**src/hw/serial_port_cfg.svh**
```systemverilog
// serial port engine: register offsets, field positions, reset values, divider counts
// assumes byte addressed wishbone with one aligned 32-bit word per register
`ifndef SERIAL_PORT_CFG_SVH
`define SERIAL_PORT_CFG_SVH

// register byte offsets
`define OFF_CTRL 8'h00
`define OFF_BUF 8'h04
`define OFF_CFG 8'h08
`define OFF_PWR 8'h0C
`define OFF_ROUTE 8'h10

// port_control_register fields
`define CTRL_FE_SM0 7
`define CTRL_SM1 6
`define CTRL_ADDR_FILT 5
`define CTRL_REN 4
`define CTRL_TB8 3
`define CTRL_RB8 2
`define CTRL_TI 1
`define CTRL_RI 0

// port_config_register fields
`define CFG_TIMER_SEL 0
`define CFG_M2_RATE_LO 1
`define CFG_TRIPLE 5

// power_control_register fields
`define PWR_FRAMING_SEL 6

// flag route register fields
`define ROUTE_GATE_A 0
`define ROUTE_GATE_B 1

// reset values
`define CTRL_RST 8'h00
`define CFG_RST 8'h00
`define RX_BUF_RST 8'h00

// mode 0 receive shift preload (1111110)
`define M0_RX_PRELOAD 8'h7E

// dividers in system clocks
`define M0_DIV_SLOW 12
`define M0_DIV_FAST 4
`define OVERSAMPLE 16
`define SAMPLE_MID 4'h7
`define M2_DIV_64 6'h04
`define M2_DIV_32 6'h02
`define M2_DIV_16 6'h01

`endif

```
**src/hw/serial_port_pkg.sv**
```systemverilog
// serial port engine: shared types
// assumes serial_port_cfg.svh is on the include path
package serial_port_pkg;
    `include "serial_port_cfg.svh"

    typedef enum logic [5:0] {
        M0_IDLE = 6'b00_0001,
        M0_TXLO = 6'b00_0010,
        M0_TXHI = 6'b00_0100,
        M0_RXLOAD = 6'b00_1000,
        M0_RXLO = 6'b01_0000,
        M0_RXHI = 6'b10_0000
    } m0_state_t;

    typedef enum logic [3:0] {
        RX_IDLE = 4'b0001,
        RX_START = 4'b0010,
        RX_DATA = 4'b0100,
        RX_STOP = 4'b1000
    } rx_state_t;

    // bit rate selection handed to the clock generator
    typedef struct packed {
        logic [1:0] mode;
        logic triple;
        logic timer_sel;
        logic [1:0] m2_rate;
    } rate_cfg_t;
endpackage
```
**src/hw/bit_clock_gen.sv**
```systemverilog
// bit clock generator: mode 0 half-period ticks and 16x sample ticks
// assumes timer overflow inputs are one-cycle pulses synchronous to clk_i
`timescale 1ns/1ps
module bit_clock_gen
    import serial_port_pkg::*;
(
    input wire logic clk_i,
    input wire logic rst_i,
    input wire rate_cfg_t cfg_i,
    input wire logic timer1_ovf_i,
    input wire logic timer2_ovf_i,
    output logic m0_tick_o,
    output logic sample_tick_o
);
    typedef struct packed {
        logic [5:0] cnt;
        logic m0_tick;
        logic sample_tick;
    } gen_state_t;

    gen_state_t st_q, st_d;
    logic [5:0] limit;

    always_comb begin
        st_d = st_q;
        limit = 6'h01;
        if (cfg_i.mode == 2'b00) begin
            // half of the shift clock period
            limit = cfg_i.triple ? 6'(`M0_DIV_FAST / 2) : 6'(`M0_DIV_SLOW / 2);
        end else if (cfg_i.m2_rate == 2'b10) begin
            limit = `M2_DIV_16;
        end else if (cfg_i.m2_rate == 2'b01) begin
            limit = `M2_DIV_32;
        end else begin
            limit = `M2_DIV_64;
        end
        st_d.m0_tick = 1'b0;
        st_d.sample_tick = 1'b0;
        if (st_q.cnt >= limit - 6'h01) begin
            st_d.cnt = 6'h00;
        end else begin
            st_d.cnt = st_q.cnt + 6'h01;
        end
        if (cfg_i.mode == 2'b00) begin
            st_d.m0_tick = (st_q.cnt >= limit - 6'h01);
        end else if (cfg_i.mode == 2'b10) begin
            // fixed system clock fraction
            st_d.sample_tick = (st_q.cnt >= limit - 6'h01);
        end else begin
            // timer overflow rate, one of two timers
            st_d.sample_tick = cfg_i.timer_sel ? timer2_ovf_i : timer1_ovf_i;
        end
    end

    always_ff @(posedge clk_i) begin
        if (rst_i) begin
            st_q <= '0;
        end else begin
            st_q <= st_d;
        end
    end

    assign m0_tick_o = st_q.m0_tick;
    assign sample_tick_o = st_q.sample_tick;
endmodule

```
**src/hw/serial_port.sv**
```systemverilog
// serial port engine for the standard modes 0 to 3 with wishbone register access
// assumes a classic wishbone master on clk_i and timer overflow pulses from outside
// Operation
// - mode 0 moves 8 bits lsb first on data pin, clock on out pin
// - mode 0 shift clock is system clock over 12 or over 4
// - mode 0 buffer write shifts out on rising edges, done after eighth
// - transmit done may be routed to system flag interrupt by two gates
// - mode 0 receive starts on enable and no receive done, preloads 1111110
// - mode 0 receive samples on falling edges, done after eighth
// - mode 1 frame: start, 8 data lsb first, stop into ninth bit
// - mode 1 bit rate from overflow of one of two timers
// - async transmit begins on next transmit bit clock, one period per bit
// - mode 1 transmit done set after eighth data bit
// - mode 1 receive starts on falling pin edge, stop into ninth bit
// - modes 2 and 3 frames: 11 bits with ninth from transmit ninth bit
// - mode 2 rate clock over 16, 32 or 64; mode 3 timer overflow
// - modes 2, 3 buffer write loads ninth bit; done after ninth bit
// - modes 2, 3 receive done after ninth bit, stored as ninth bit
// - async receive needs receive enable and a falling start edge
// - missing stop bit sets framing error flag
// - control bit 7 is framing error or mode bit by framing select
// - framing error flag cleared only by software
// - modes 2, 3 with address filter: receive done only if ninth bit 1
// - mode 1 filter needs valid stop; filter ignored in mode 0
// - buffer write loads transmit register; read returns separate receive register
// - receiver double buffered; byte lost if first still unread
`timescale 1ns/1ps
module serial_port
    import serial_port_pkg::*;
(
    input wire logic clk_i,
    input wire logic rst_i,
    input wire logic wb_cyc_i,
    input wire logic wb_stb_i,
    input wire logic wb_we_i,
    input wire logic [7:0] wb_adr_i,
    input wire logic [3:0] wb_sel_i,
    input wire logic [31:0] wb_dat_i,
    output logic [31:0] wb_dat_o,
    output logic wb_ack_o,
    input wire logic timer1_ovf_i,
    input wire logic timer2_ovf_i,
    input wire logic serial_data_pin_i,
    output logic serial_data_pin_o,
    output logic serial_data_pin_oe_o,
    output logic serial_out_pin_o,
    output logic serial_irq_o,
    output logic sysflag_irq_o
);
    typedef struct packed {
        logic sm0;
        logic sm1;
        logic filt;
        logic ren;
        logic tb8;
        logic rb8;
        logic ti;
        logic ri;
        logic fe;
        logic triple;
        logic timer_sel;
        logic [1:0] m2_rate;
        logic fsel;
        logic gate_a;
        logic gate_b;
        logic [7:0] rx_buf;
        m0_state_t m0;
        logic [7:0] m0_shift;
        logic [2:0] m0_cnt;
        logic tx_pend;
        logic tx_busy;
        logic [9:0] tx_shift;
        logic [3:0] tx_bits;
        logic [3:0] tx_div;
        rx_state_t rx;
        logic [3:0] rx_tick;
        logic [3:0] rx_bits;
        logic [8:0] rx_shift;
        logic rx_prev;
        logic out_pin;
        logic data_o;
        logic data_oe;
        logic ser_irq;
        logic sys_irq;
        logic ack;
        logic [31:0] dat;
    } port_state_t;

    port_state_t st_q, st_d;
    rate_cfg_t rate_cfg;
    logic m0_tick, sample_tick;
    logic req, wr, wr_ctrl, wr_buf;
    logic [1:0] mode;
    logic tx_bit_tick, ninth_rx, stop_ok, accept;

    assign mode = {st_q.sm0, st_q.sm1};
    assign rate_cfg = '{mode: mode, triple: st_q.triple, timer_sel: st_q.timer_sel,
                        m2_rate: st_q.m2_rate};

    bit_clock_gen u_clk (
        .clk_i(clk_i),
        .rst_i(rst_i),
        .cfg_i(rate_cfg),
        .timer1_ovf_i(timer1_ovf_i),
        .timer2_ovf_i(timer2_ovf_i),
        .m0_tick_o(m0_tick),
        .sample_tick_o(sample_tick)
    );

    // a request is taken once; the ack cycle blocks a second take
    assign req = wb_cyc_i && wb_stb_i && !st_q.ack;
    assign wr = req && wb_we_i && wb_sel_i[0];
    assign wr_ctrl = wr && (wb_adr_i == `OFF_CTRL);
    assign wr_buf = wr && (wb_adr_i == `OFF_BUF);
    assign tx_bit_tick = sample_tick && (st_q.tx_div == 4'hF);
    assign ninth_rx = st_q.rx_shift[8];
    assign stop_ok = serial_data_pin_i;
    // filter: mode 1 needs a valid stop, modes 2 and 3 a ninth bit of 1
    assign accept = !st_q.filt || ((mode == 2'b01) ? stop_ok : ninth_rx);

    always_comb begin
        st_d = st_q;
        st_d.ack = req;
        st_d.dat = 32'h0000_0000;
        // register reads
        if (req && !wb_we_i) begin
            unique case (wb_adr_i)
                `OFF_CTRL: st_d.dat[7:0] = {st_q.fsel ? st_q.fe : st_q.sm0, st_q.sm1,
                    st_q.filt, st_q.ren, st_q.tb8, st_q.rb8, st_q.ti, st_q.ri};
                `OFF_BUF: st_d.dat[7:0] = st_q.rx_buf;
                `OFF_CFG: begin
                    st_d.dat[`CFG_TRIPLE] = st_q.triple;
                    st_d.dat[`CFG_M2_RATE_LO +: 2] = st_q.m2_rate;
                    st_d.dat[`CFG_TIMER_SEL] = st_q.timer_sel;
                end
                `OFF_PWR: st_d.dat[`PWR_FRAMING_SEL] = st_q.fsel;
                `OFF_ROUTE: st_d.dat[1:0] = {st_q.gate_b, st_q.gate_a};
                default: st_d.dat = 32'h0000_0000;
            endcase
        end
        // register writes; hardware sets below still win
        if (wr_ctrl) begin
            if (st_q.fsel) begin
                st_d.fe = wb_dat_i[`CTRL_FE_SM0];
            end else begin
                st_d.sm0 = wb_dat_i[`CTRL_FE_SM0];
            end
            st_d.sm1 = wb_dat_i[`CTRL_SM1];
            st_d.filt = wb_dat_i[`CTRL_ADDR_FILT];
            st_d.ren = wb_dat_i[`CTRL_REN];
            st_d.tb8 = wb_dat_i[`CTRL_TB8];
            st_d.rb8 = wb_dat_i[`CTRL_RB8];
            st_d.ti = wb_dat_i[`CTRL_TI];
            st_d.ri = wb_dat_i[`CTRL_RI];
        end
        if (wr && wb_adr_i == `OFF_CFG) begin
            st_d.triple = wb_dat_i[`CFG_TRIPLE];
            st_d.m2_rate = wb_dat_i[`CFG_M2_RATE_LO +: 2];
            st_d.timer_sel = wb_dat_i[`CFG_TIMER_SEL];
        end
        if (wr && wb_adr_i == `OFF_PWR) begin
            st_d.fsel = wb_dat_i[`PWR_FRAMING_SEL];
        end
        if (wr && wb_adr_i == `OFF_ROUTE) begin
            st_d.gate_a = wb_dat_i[`ROUTE_GATE_A];
            st_d.gate_b = wb_dat_i[`ROUTE_GATE_B];
        end

        // mode 0 synchronous shift engine
        unique case (st_q.m0)
            M0_IDLE: begin
                st_d.data_oe = 1'b0;
                if (mode == 2'b00 && wr_buf) begin
                    st_d.m0_shift = wb_dat_i[7:0];
                    st_d.m0_cnt = 3'd0;
                    st_d.out_pin = 1'b0;
                    st_d.data_o = wb_dat_i[0];
                    st_d.data_oe = 1'b1;
                    st_d.m0 = M0_TXLO;
                end else if (mode == 2'b00 && st_q.ren && !st_q.ri) begin
                    st_d.m0_shift = `M0_RX_PRELOAD;
                    st_d.m0_cnt = 3'd0;
                    st_d.m0 = M0_RXLOAD;
                end
            end
            M0_TXLO: if (m0_tick) begin
                st_d.out_pin = 1'b1;
                if (st_q.m0_cnt == 3'd7) begin
                    st_d.m0 = M0_IDLE; // eighth rising edge
                end else begin
                    st_d.m0_cnt = st_q.m0_cnt + 3'd1;
                    st_d.m0 = M0_TXHI;
                end
            end
            M0_TXHI: if (m0_tick) begin
                st_d.out_pin = 1'b0;
                st_d.m0_shift = {1'b0, st_q.m0_shift[7:1]};
                st_d.data_o = st_q.m0_shift[1]; // lsb first
                st_d.m0 = M0_TXLO;
            end
            M0_RXLOAD: begin
                st_d.out_pin = 1'b1;
                st_d.m0 = M0_RXHI; // receive active one clock later
            end
            M0_RXHI: if (m0_tick) begin
                st_d.out_pin = 1'b0;
                st_d.m0_shift = {serial_data_pin_i, st_q.m0_shift[7:1]};
                if (st_q.m0_cnt == 3'd7) begin
                    st_d.m0 = M0_IDLE;
                end else begin
                    st_d.m0_cnt = st_q.m0_cnt + 3'd1;
                    st_d.m0 = M0_RXLO;
                end
            end
            M0_RXLO: if (m0_tick) begin
                st_d.out_pin = 1'b1;
                st_d.m0 = M0_RXHI;
            end
        endcase
        if (st_q.m0 == M0_TXLO && m0_tick && st_q.m0_cnt == 3'd7) begin
            st_d.ti = 1'b1;
        end
        if (st_q.m0 == M0_RXHI && m0_tick && st_q.m0_cnt == 3'd7) begin
            st_d.ri = 1'b1;
            st_d.rx_buf = {serial_data_pin_i, st_q.m0_shift[7:1]};
            st_d.out_pin = 1'b1;
        end

        // asynchronous transmitter
        if (sample_tick) begin
            st_d.tx_div = st_q.tx_div + 4'h1;
        end
        if (mode != 2'b00 && wr_buf && !st_q.tx_busy) begin
            st_d.tx_pend = 1'b1;
            // ninth position holds tb8 in modes 2, 3, a stop bit in mode 1
            st_d.tx_shift = {1'b1, (mode == 2'b01) ? 1'b1 : st_q.tb8, wb_dat_i[7:0]};
        end
        if (mode != 2'b00 && tx_bit_tick) begin
            if (st_q.tx_pend) begin
                st_d.tx_pend = 1'b0;
                st_d.tx_busy = 1'b1;
                st_d.out_pin = 1'b0; // start bit on the next bit clock edge
                st_d.tx_bits = (mode == 2'b01) ? 4'd9 : 4'd10;
            end else if (st_q.tx_busy) begin
                if (st_q.tx_bits == 4'd0) begin
                    st_d.tx_busy = 1'b0;
                end else begin
                    st_d.out_pin = st_q.tx_shift[0];
                    st_d.tx_shift = {1'b1, st_q.tx_shift[9:1]};
                    st_d.tx_bits = st_q.tx_bits - 4'd1;
                    if (st_q.tx_bits == 4'd1) begin
                        st_d.ti = 1'b1; // last data bit sent
                    end
                end
            end
        end
        if (mode != 2'b00 && !st_q.tx_busy && !st_q.tx_pend) begin
            st_d.out_pin = 1'b1;
        end

        // asynchronous receiver, 16 samples per bit
        if (sample_tick) begin
            st_d.rx_prev = serial_data_pin_i;
        end
        unique case (st_q.rx)
            RX_IDLE: begin
                st_d.rx_tick = 4'h0;
                st_d.rx_bits = 4'h0;
                if (mode != 2'b00 && st_q.ren && sample_tick && st_q.rx_prev &&
                    !serial_data_pin_i) begin
                    st_d.rx = RX_START;
                end
            end
            RX_START, RX_DATA, RX_STOP: if (sample_tick) begin
                st_d.rx_tick = st_q.rx_tick + 4'h1;
                if (st_q.rx_tick == `SAMPLE_MID) begin
                    if (st_q.rx == RX_START) begin
                        // a glitch that is high again at mid bit is not a start
                        st_d.rx = serial_data_pin_i ? RX_IDLE : RX_DATA;
                    end else if (st_q.rx == RX_DATA) begin
                        st_d.rx_shift = {serial_data_pin_i, st_q.rx_shift[8:1]};
                        st_d.rx_bits = st_q.rx_bits + 4'h1;
                        if (st_q.rx_bits == ((mode == 2'b01) ? 4'd7 : 4'd8)) begin
                            st_d.rx = RX_STOP;
                        end
                    end else begin
                        st_d.rx = RX_IDLE;
                    end
                end
            end
            default: st_d.rx = RX_IDLE;
        endcase
        if (st_q.rx == RX_STOP && sample_tick && st_q.rx_tick == `SAMPLE_MID) begin
            if (!stop_ok) begin
                st_d.fe = 1'b1;
            end
            // unread byte stays; the new one is dropped
            if (!st_q.ri && accept) begin
                st_d.ri = 1'b1;
                if (mode == 2'b01) begin
                    st_d.rx_buf = st_q.rx_shift[8:1];
                    st_d.rb8 = stop_ok;
                end else begin
                    st_d.rx_buf = st_q.rx_shift[7:0];
                    st_d.rb8 = ninth_rx;
                end
            end
        end
        if (mode == 2'b00) begin
            st_d.rx = RX_IDLE;
            st_d.tx_pend = 1'b0;
            st_d.tx_busy = 1'b0;
        end else begin
            st_d.m0 = M0_IDLE;
            st_d.data_oe = 1'b0;
        end

        // transmit done goes to the system flag line when both gates are set
        st_d.sys_irq = st_q.ti && st_q.gate_a && st_q.gate_b;
        st_d.ser_irq = st_q.ri || (st_q.ti && !(st_q.gate_a && st_q.gate_b));
    end

    always_ff @(posedge clk_i) begin
        if (rst_i) begin
            st_q <= '0;
            st_q.m0 <= M0_IDLE;
            st_q.rx <= RX_IDLE;
            st_q.out_pin <= 1'b1;
            st_q.rx_prev <= 1'b1;
            st_q.rx_buf <= `RX_BUF_RST;
        end else begin
            st_q <= st_d;
        end
    end

    assign wb_dat_o = st_q.dat;
    assign wb_ack_o = st_q.ack;
    assign serial_data_pin_o = st_q.data_o;
    assign serial_data_pin_oe_o = st_q.data_oe;
    assign serial_out_pin_o = st_q.out_pin;
    assign serial_irq_o = st_q.ser_irq;
    assign sysflag_irq_o = st_q.sys_irq;

    logic sw_clr_ti, sw_clr_ri, sw_clr_fe;
    assign sw_clr_ti = wr_ctrl && !wb_dat_i[`CTRL_TI];
    assign sw_clr_ri = wr_ctrl && !wb_dat_i[`CTRL_RI];
    assign sw_clr_fe = wr_ctrl && st_q.fsel && !wb_dat_i[`CTRL_FE_SM0];
endmodule

```
**config.mk**
```make
export PLATFORM = sky130hd
export DESIGN_NAME = serial_port
export DESIGN_NICKNAME = d
export VERILOG_FILES = /design/src/hw/serial_port_pkg.sv /design/src/hw/bit_clock_gen.sv /design/src/hw/serial_port.sv
export VERILOG_INCLUDE_DIRS = /design/src /design/src/hw
export SDC_FILE = /design/constraint.sdc
export NUM_CORES = 1
export LEC_CHECK = 0
export BUFFER_PORTS_ARGS = -buffer_cell sky130_fd_sc_hd__buf_2
export CAP_MARGIN = 40
export CORE_MARGIN = 2
export CORE_UTILIZATION = 50
export CTS_CLUSTER_DIAMETER = 30
export DETAILED_ROUTE_END_ITERATION = 10
export PLACE_DENSITY = 0.75
export SYNTH_ARGS = -nofsm -noshare
export SYNTH_HDL_FRONTEND = slang
export SYNTH_SLANG_ARGS = --single-unit
```
**constraint.sdc**
```tcl
create_clock -name clk_i -period 2.4 [get_ports clk_i]
set_clock_uncertainty 0.1 [all_clocks]
set_input_delay 0.24 -clock clk_i [delete_from_list [all_inputs] [get_ports clk_i]]
set_output_delay 0.24 -clock clk_i [all_outputs]
set_load 0.02 [all_outputs]
```
---- Word level (Yosys, flattened, before mapping) ----
Index checks and enable logic that the tools add are counted.
cells by class
  bitwise logic cells ..................... 4
  add/sub/neg operators ................... 7
  mux-type cells .......................... 81
  div/mod/pow operators ................... 0
  reduce and logical (&&, ||, !) cells .... 70
  order comparisons ....................... 1
  equal/unequal tests ..................... 36
  $mul .................................... 0
  shift-type cells ........................ 0
operator list
  cell                                                                      number
  17-bit two-way mux                                                        3
  13-bit two-way mux                                                        3
  6-bit case mux with 6 select lines                                        1
  1-bit logical AND                                                         34
  4-bit two-way mux                                                         8
  8-bit two-way mux                                                         4
  1-bit two-way mux                                                         28
  14-bit two-way mux                                                        2
  6-bit two-way mux                                                         4
  8-bit case mux with 3 select lines                                        1
  21-bit two-way mux                                                        1
  3-bit two-way mux                                                         7
  10-bit two-way mux                                                        2
  8-bit by 4-bit equality test with 1-bit output (second input constant)    2
  16-bit two-way mux                                                        1
  8-bit case mux with 2 select lines                                        1
  15-bit two-way mux                                                        1
  5-bit AND reduction                                                       3
  4-bit by 1-bit adder with 4-bit output (second input constant)            3
  2-bit inequality test (second input constant)                             6
  4-bit AND reduction                                                       3
  2-bit OR reduction                                                        6
  2-bit by 1-bit inequality test with 1-bit output (second input constant)  5
  1-bit case mux with 3 select lines                                        3
  other kinds (42)                                                          67
storage, ports and cells
  latch bits .............................. 0
  RAM bits ................................ 0
  word-level logic and storage cells ...... 239
  input bits .............................. 52
  output and inout port bits .............. 38
  memories kept ........................... 0
  bits in registers ....................... 129
  memory bits (read-only) ................. 0

---- Logic depth before layout (Yosys ltp) ----
  depth in word-level cells ............... 13
  gate-level depth with buffers ........... 14
  mapped depth without buffers ............ 12

---- Modules after synthesis ----
From an unflattened synthesis, not the netlist that was laid out.
unflattened totals
  cells, all modules ...................... 656
  area total of the unflattened synthesis .. 5715.5 µm²
by module, submodules not included
  module         times used  cells an instance  area each (µm²)
  serial_port    1           597                5177.5
  bit_clock_gen  1           59                 538.0

---- Worst setup path before layout ----
Ideal clock, no wire load.
  kind .................................... register -> register
  start point ............................. reg st_q (netlist bit mode[0])
  end point ............................... reg u_clk.st_q[4] (netlist bit)
  arrival ................................. 2.335 ns
  path slack .............................. -0.099 ns
  setup time .............................. 0.064 ns
  stages on the path, launching flop included .. 15
  buffers on the path ..................... 3
  cell sequence ........................... dfxtp_1 > buf_2 > or2_0 > buf_6 > nand2_1 > ha_1 > ha_1 > inv_1 > ha_1 > a21o_1 > a21oi_1 > o21ai_0 > or2_2 > clkbuf_1 > nor2_1
between the ends
  word-level cells in the longest chain between the ends .. 5
RTL lines
  element                                      line                 RTL
  from (decl)                                  serial_port.sv:89    port_state_t st_q, st_d;
  from (signal assigned)                       serial_port.sv:332   st_q <= st_d;
  2-bit zero test                              bit_clock_gen.sv:27  if (cfg_i.mode == 2'b00) begin
  6-bit two-way mux                            bit_clock_gen.sv:27
  6-bit by 1-bit subtractor with 6-bit output  bit_clock_gen.sv:39  if (st_q.cnt >= limit - 6'h01) begin
  6-bit greater-or-equal comparator            bit_clock_gen.sv:39
  2-bit OR reduction (no line)                 n/a
  to (signal assigned)                         bit_clock_gen.sv:59  st_q <= st_d;
  to (decl)                                    bit_clock_gen.sv:21  gen_state_t st_q, st_d;
Every way passes these cells.
A chain may end at the register's enable or synchronous reset.

---- Worst setup path in the final report ----
  start point ............................. reg st_q (netlist bit rate_cfg[1])
  end point ............................... reg u_clk.st_q[4] (netlist bit)
between the ends
  word-level cells in the longest chain between the ends .. 7
  elaborated cells on any way between the ends .. 8
  classes of those cells .................. add/sub (1); order compare (1); eq/ne (2); mux (3); reduce/logical (1)
RTL lines
  element                                         line                 RTL
  2-bit by 1-bit equality test with 1-bit output  bit_clock_gen.sv:32  end else if (cfg_i.m2_rate == 2'b01) begin
  3-bit two-way mux                               bit_clock_gen.sv:32
  6-bit two-way mux *                             bit_clock_gen.sv:30  end else if (cfg_i.m2_rate == 2'b10) begin
  6-bit two-way mux *                             bit_clock_gen.sv:27
  6-bit by 1-bit subtractor with 6-bit output *   bit_clock_gen.sv:39
  6-bit greater-or-equal comparator *             bit_clock_gen.sv:39
  2-bit OR reduction (no line) *                  n/a
Mark *: on every way between the ends. The rest lies on a longest branch, timed or not.

==> metrics.txt <==
outcome=finished clean; starting density of the core=51.11%; most used standard cells in the synthesized netlist=sky130_fd_sc_hd__dfxtp_1 (104), sky130_fd_sc_hd__nor2_1 (93), sky130_fd_sc_hd__mux2i_1 (55), sky130_fd_sc_hd__nand2_1 (43), sky130_fd_sc_hd__buf_4 (34); Total Wirelength=12,640 um; Post-DRT Antenna Nets=0; IO Port Bufs=38; worst hold-check path type=input pin to register; share of flip-flops with an asynchronous set or reset=0%; vias per cell=5.702; sum of internal, switching and leakage power=3165 uW; overall overflow remaining after global route=0; Worst Reg-to-Reg Cells=12; Vias=4,596; root cell of the clock tree=sky130_fd_sc_hd__clkbuf_8; footprint of the flip-flops and latches=2087 sq um; data required time of the critical path=2.62 ns; most frequent cell after synthesis=sky130_fd_sc_hd__dfxtp_1; antenna violations before repair=0; met2 Use GR=36.78%; number of max-slew violations in the final report=0; clk slew on worst S/H paths=0.09 ns; Setup TNS Final=0 ns; vertical die dimension=109.3 um; multi-input gate area in the final layout=3122 sq um; dominant synthesized flop cell=sky130_fd_sc_hd__dfxtp_1; number of buffers on the longest clock path=2; cell count of the worst hold path=3; Cell Area, Placed=5707 sq um; horizontal extent of the die=109.3 um; layer carrying the most global-route usage=met2; layout-stage area growth over the synthesis result=8.040%; H-tree lvl count=3; final weighted congestion of routability-driven global placement=0.8844; highest clock frequency the design can meet=424.8 MHz; drt pass-1 iters=5; final instance area=5986 sq um; Synth warnings=0; leading cell types by total area after synthesis=sky130_fd_sc_hd__dfxtp_1 (38%), sky130_fd_sc_hd__mux2i_1 (9.9%), sky130_fd_sc_hd__nor2_1 (6.3%), sky130_fd_sc_hd__buf_4 (4.6%), sky130_fd_sc_hd__a211oi_1 (3.8%); row count=38; library cells used by synthesis=64; Pleak=0.002451 uW; largest net degree at the start of global routing=29; Final HPWL DP=9244 um; total standard cell area after synthesis=5540 sq um; setup slack after placement=-0.02430 ns; Post-route DRC=0; CTS sink cnt=104; transition time of the tightest slew-check pin=0.6174 ns; Yosys top cell area share=37.58%; startpoint class of the critical path=register; mean cell area of the mapped netlist=8.657 sq um; setup slack after layout=0.04600 ns; fraction of layout cells with a size suffix above 1=14.71%; placeable core region=10,840 sq um; Setup-failing EPs final=0; Clk Latency, worst-skew pair=0.38 ns; post-route clock period utilization=98.08%; category of the critical setup timing path=register to register; number of instances in the synthesized netlist=640; iteration-0 DRC count of the detailed router=412; power density over the cells=528.7 nW/um^2; global routing met1 resource utilization=28.43%; number of inserted diodes=0; first-pass GRT wire length=20,340 um; number of filler cells placed in the layout=995; clock buffers created by TritonCTS=9; Die Outline Area=11,940 sq um; maximum VDD drop=0.0004280 V; number of flip-flops and latches in the synthesized netlist=104; register-to-register path setup slack=0.05 ns; Post-synth EDFFs=0; dominant cell type by area after synthesis=sky130_fd_sc_hd__dfxtp_1; clock tree from TritonCTS=built; vias in the first global route=4,182; Avg WL per Cell=15.68 um; final critical path time including I/O delays and setup=2.354 ns; largest fanout on the critical path=6; capturing element type of the critical path=register; Global Route Usage Sum=21.90%; sequential element share of the synthesized area=37.58%; Arr. time, crit path=2.58 ns; Slew HR=58.65%; ports placed on the boundary=90; met3 demand-to-capacity share in global routing=5.499%; NumNets Final=730; number of failing hold endpoints at the final stage=0; max-cap check violation count=0
[routing by layer]
metal | part of all wire [%] | up-vias | wire (um)
met5 | 0 | - | 0
met4 | 1.3 | 0 | 170
met3 | 7.0 | 18 | 884
met2 | 47 | 162 | 5959
met1 | 44 | 2169 | 5623
li1 | - | 2247 | -
[critical path, cell delays in order, from the launching register on]
cell and delay, ns:
sky130_fd_sc_hd__dfxtp_4 0.37, sky130_fd_sc_hd__inv_1 0.04, sky130_fd_sc_hd__ha_1 0.19, sky130_fd_sc_hd__nor2_2 0.13
sky130_fd_sc_hd__ha_1 0.17, sky130_fd_sc_hd__ha_1 0.13, sky130_fd_sc_hd__inv_1 0.04, sky130_fd_sc_hd__ha_1 0.31
sky130_fd_sc_hd__a21o_1 0.20, sky130_fd_sc_hd__a21oi_2 0.14, sky130_fd_sc_hd__o21ai_2 0.09, sky130_fd_sc_hd__or2_4 0.27
sky130_fd_sc_hd__nor2_1 0.10
[cell families (layout without fill, tap and decap cells)]
group                      Yosys count  after routing  share of synthesized area, %
adders and majority gates           16             16                         3.613
and+or+nand+nor                    254            254                         23.69
AOI/OAI and AO/OA                  114            114                         14.16
other                                1             24                       0.06769
DFF                                104            104                         37.58
muxes                               57             57                         10.41
xor gates and xnor gates            13             13                         2.055
buffers and inverters               81             84                         8.424
[through the flow]
stage | util [%] | hold WS (ns) | std cells
final | 55.22 | 0.04488 | 806
after global routing | 55.22 | 0.04514 | 806
after CTS | 54.70 | 0.02826 | 804
after detailed placement | 52.64 | 0.3526 | 789
after global placement | 52.64 | 0.3449 | 789
after floorplan | - | 0.2805 | 663
[repair_timing]
action,in CTS,in global routing
pin swaps,0,2
cloned,0,0
setup endpoints to repair,6,17
gates resized for setup,2,10
hold buffers,0,0
setup buffers,0,2
[state kept, by name, summed over array words and instances (netlist names), 2 cells and up]
name        flops
mode            2
rate_cfg        4
st_q           75
u_clk.st_q      6
wb_dat_o        8
[final cells by class]
type                            count  area share, %
Clock buffer                       12          2.592
Clock inverter                      3          1.087
Inverter                           11         0.6898
Multi-Input combinational cell    478          52.15
Sequential cell                   104          34.87
Tap cell                          140          2.926
Timing Repair Buffer               58          5.686
[worst paths after layout]
kind                       from             to
setup / recovery    rate_cfg[1]  u_clk.st_q[4]
hold / removal      wb_dat_i[4]      st_q[117]
setup reg to reg    rate_cfg[1]  u_clk.st_q[4]
hold reg to reg   u_clk.st_q[2]  u_clk.st_q[2]
[report_power, final]
part | switching, uW | leakage (uW) | internal (uW)
clock | 575 | 0.000112 | 638
combinational | 136 | 0.00150 | 64.7
sequential | 14.3 | 0.000840 | 1740
total | 725 | 0.00245 | 2440
[layout by cell type, fill, tap and decap left out, drive strengths merged, types with 4 or more instances in the layout]
| cell | instances |
|---|---|
| a211oi | 29 |
| a21oi | 33 |
| a22oi | 4 |
| a31oi | 10 |
| and2 | 8 |
| and3 | 4 |
| and4 | 4 |
| buf | 58 |
| clkbuf | 12 |
| conb | 24 |
| dfxtp | 104 |
| ha | 16 |
| inv | 11 |
| mux2i | 55 |
| nand2 | 44 |
| nand2b | 8 |
| nand3 | 18 |
| nand3b | 4 |
| nand4 | 6 |
| nor2 | 94 |
| nor2b | 18 |
| nor3 | 16 |
| nor3b | 4 |
| nor4 | 4 |
| o21ai | 10 |
| o22a | 5 |
| or2 | 5 |
| or3 | 7 |
| xnor2 | 8 |
| xor2 | 5 |
Note: power is estimated with default switching activity, not from simulation.
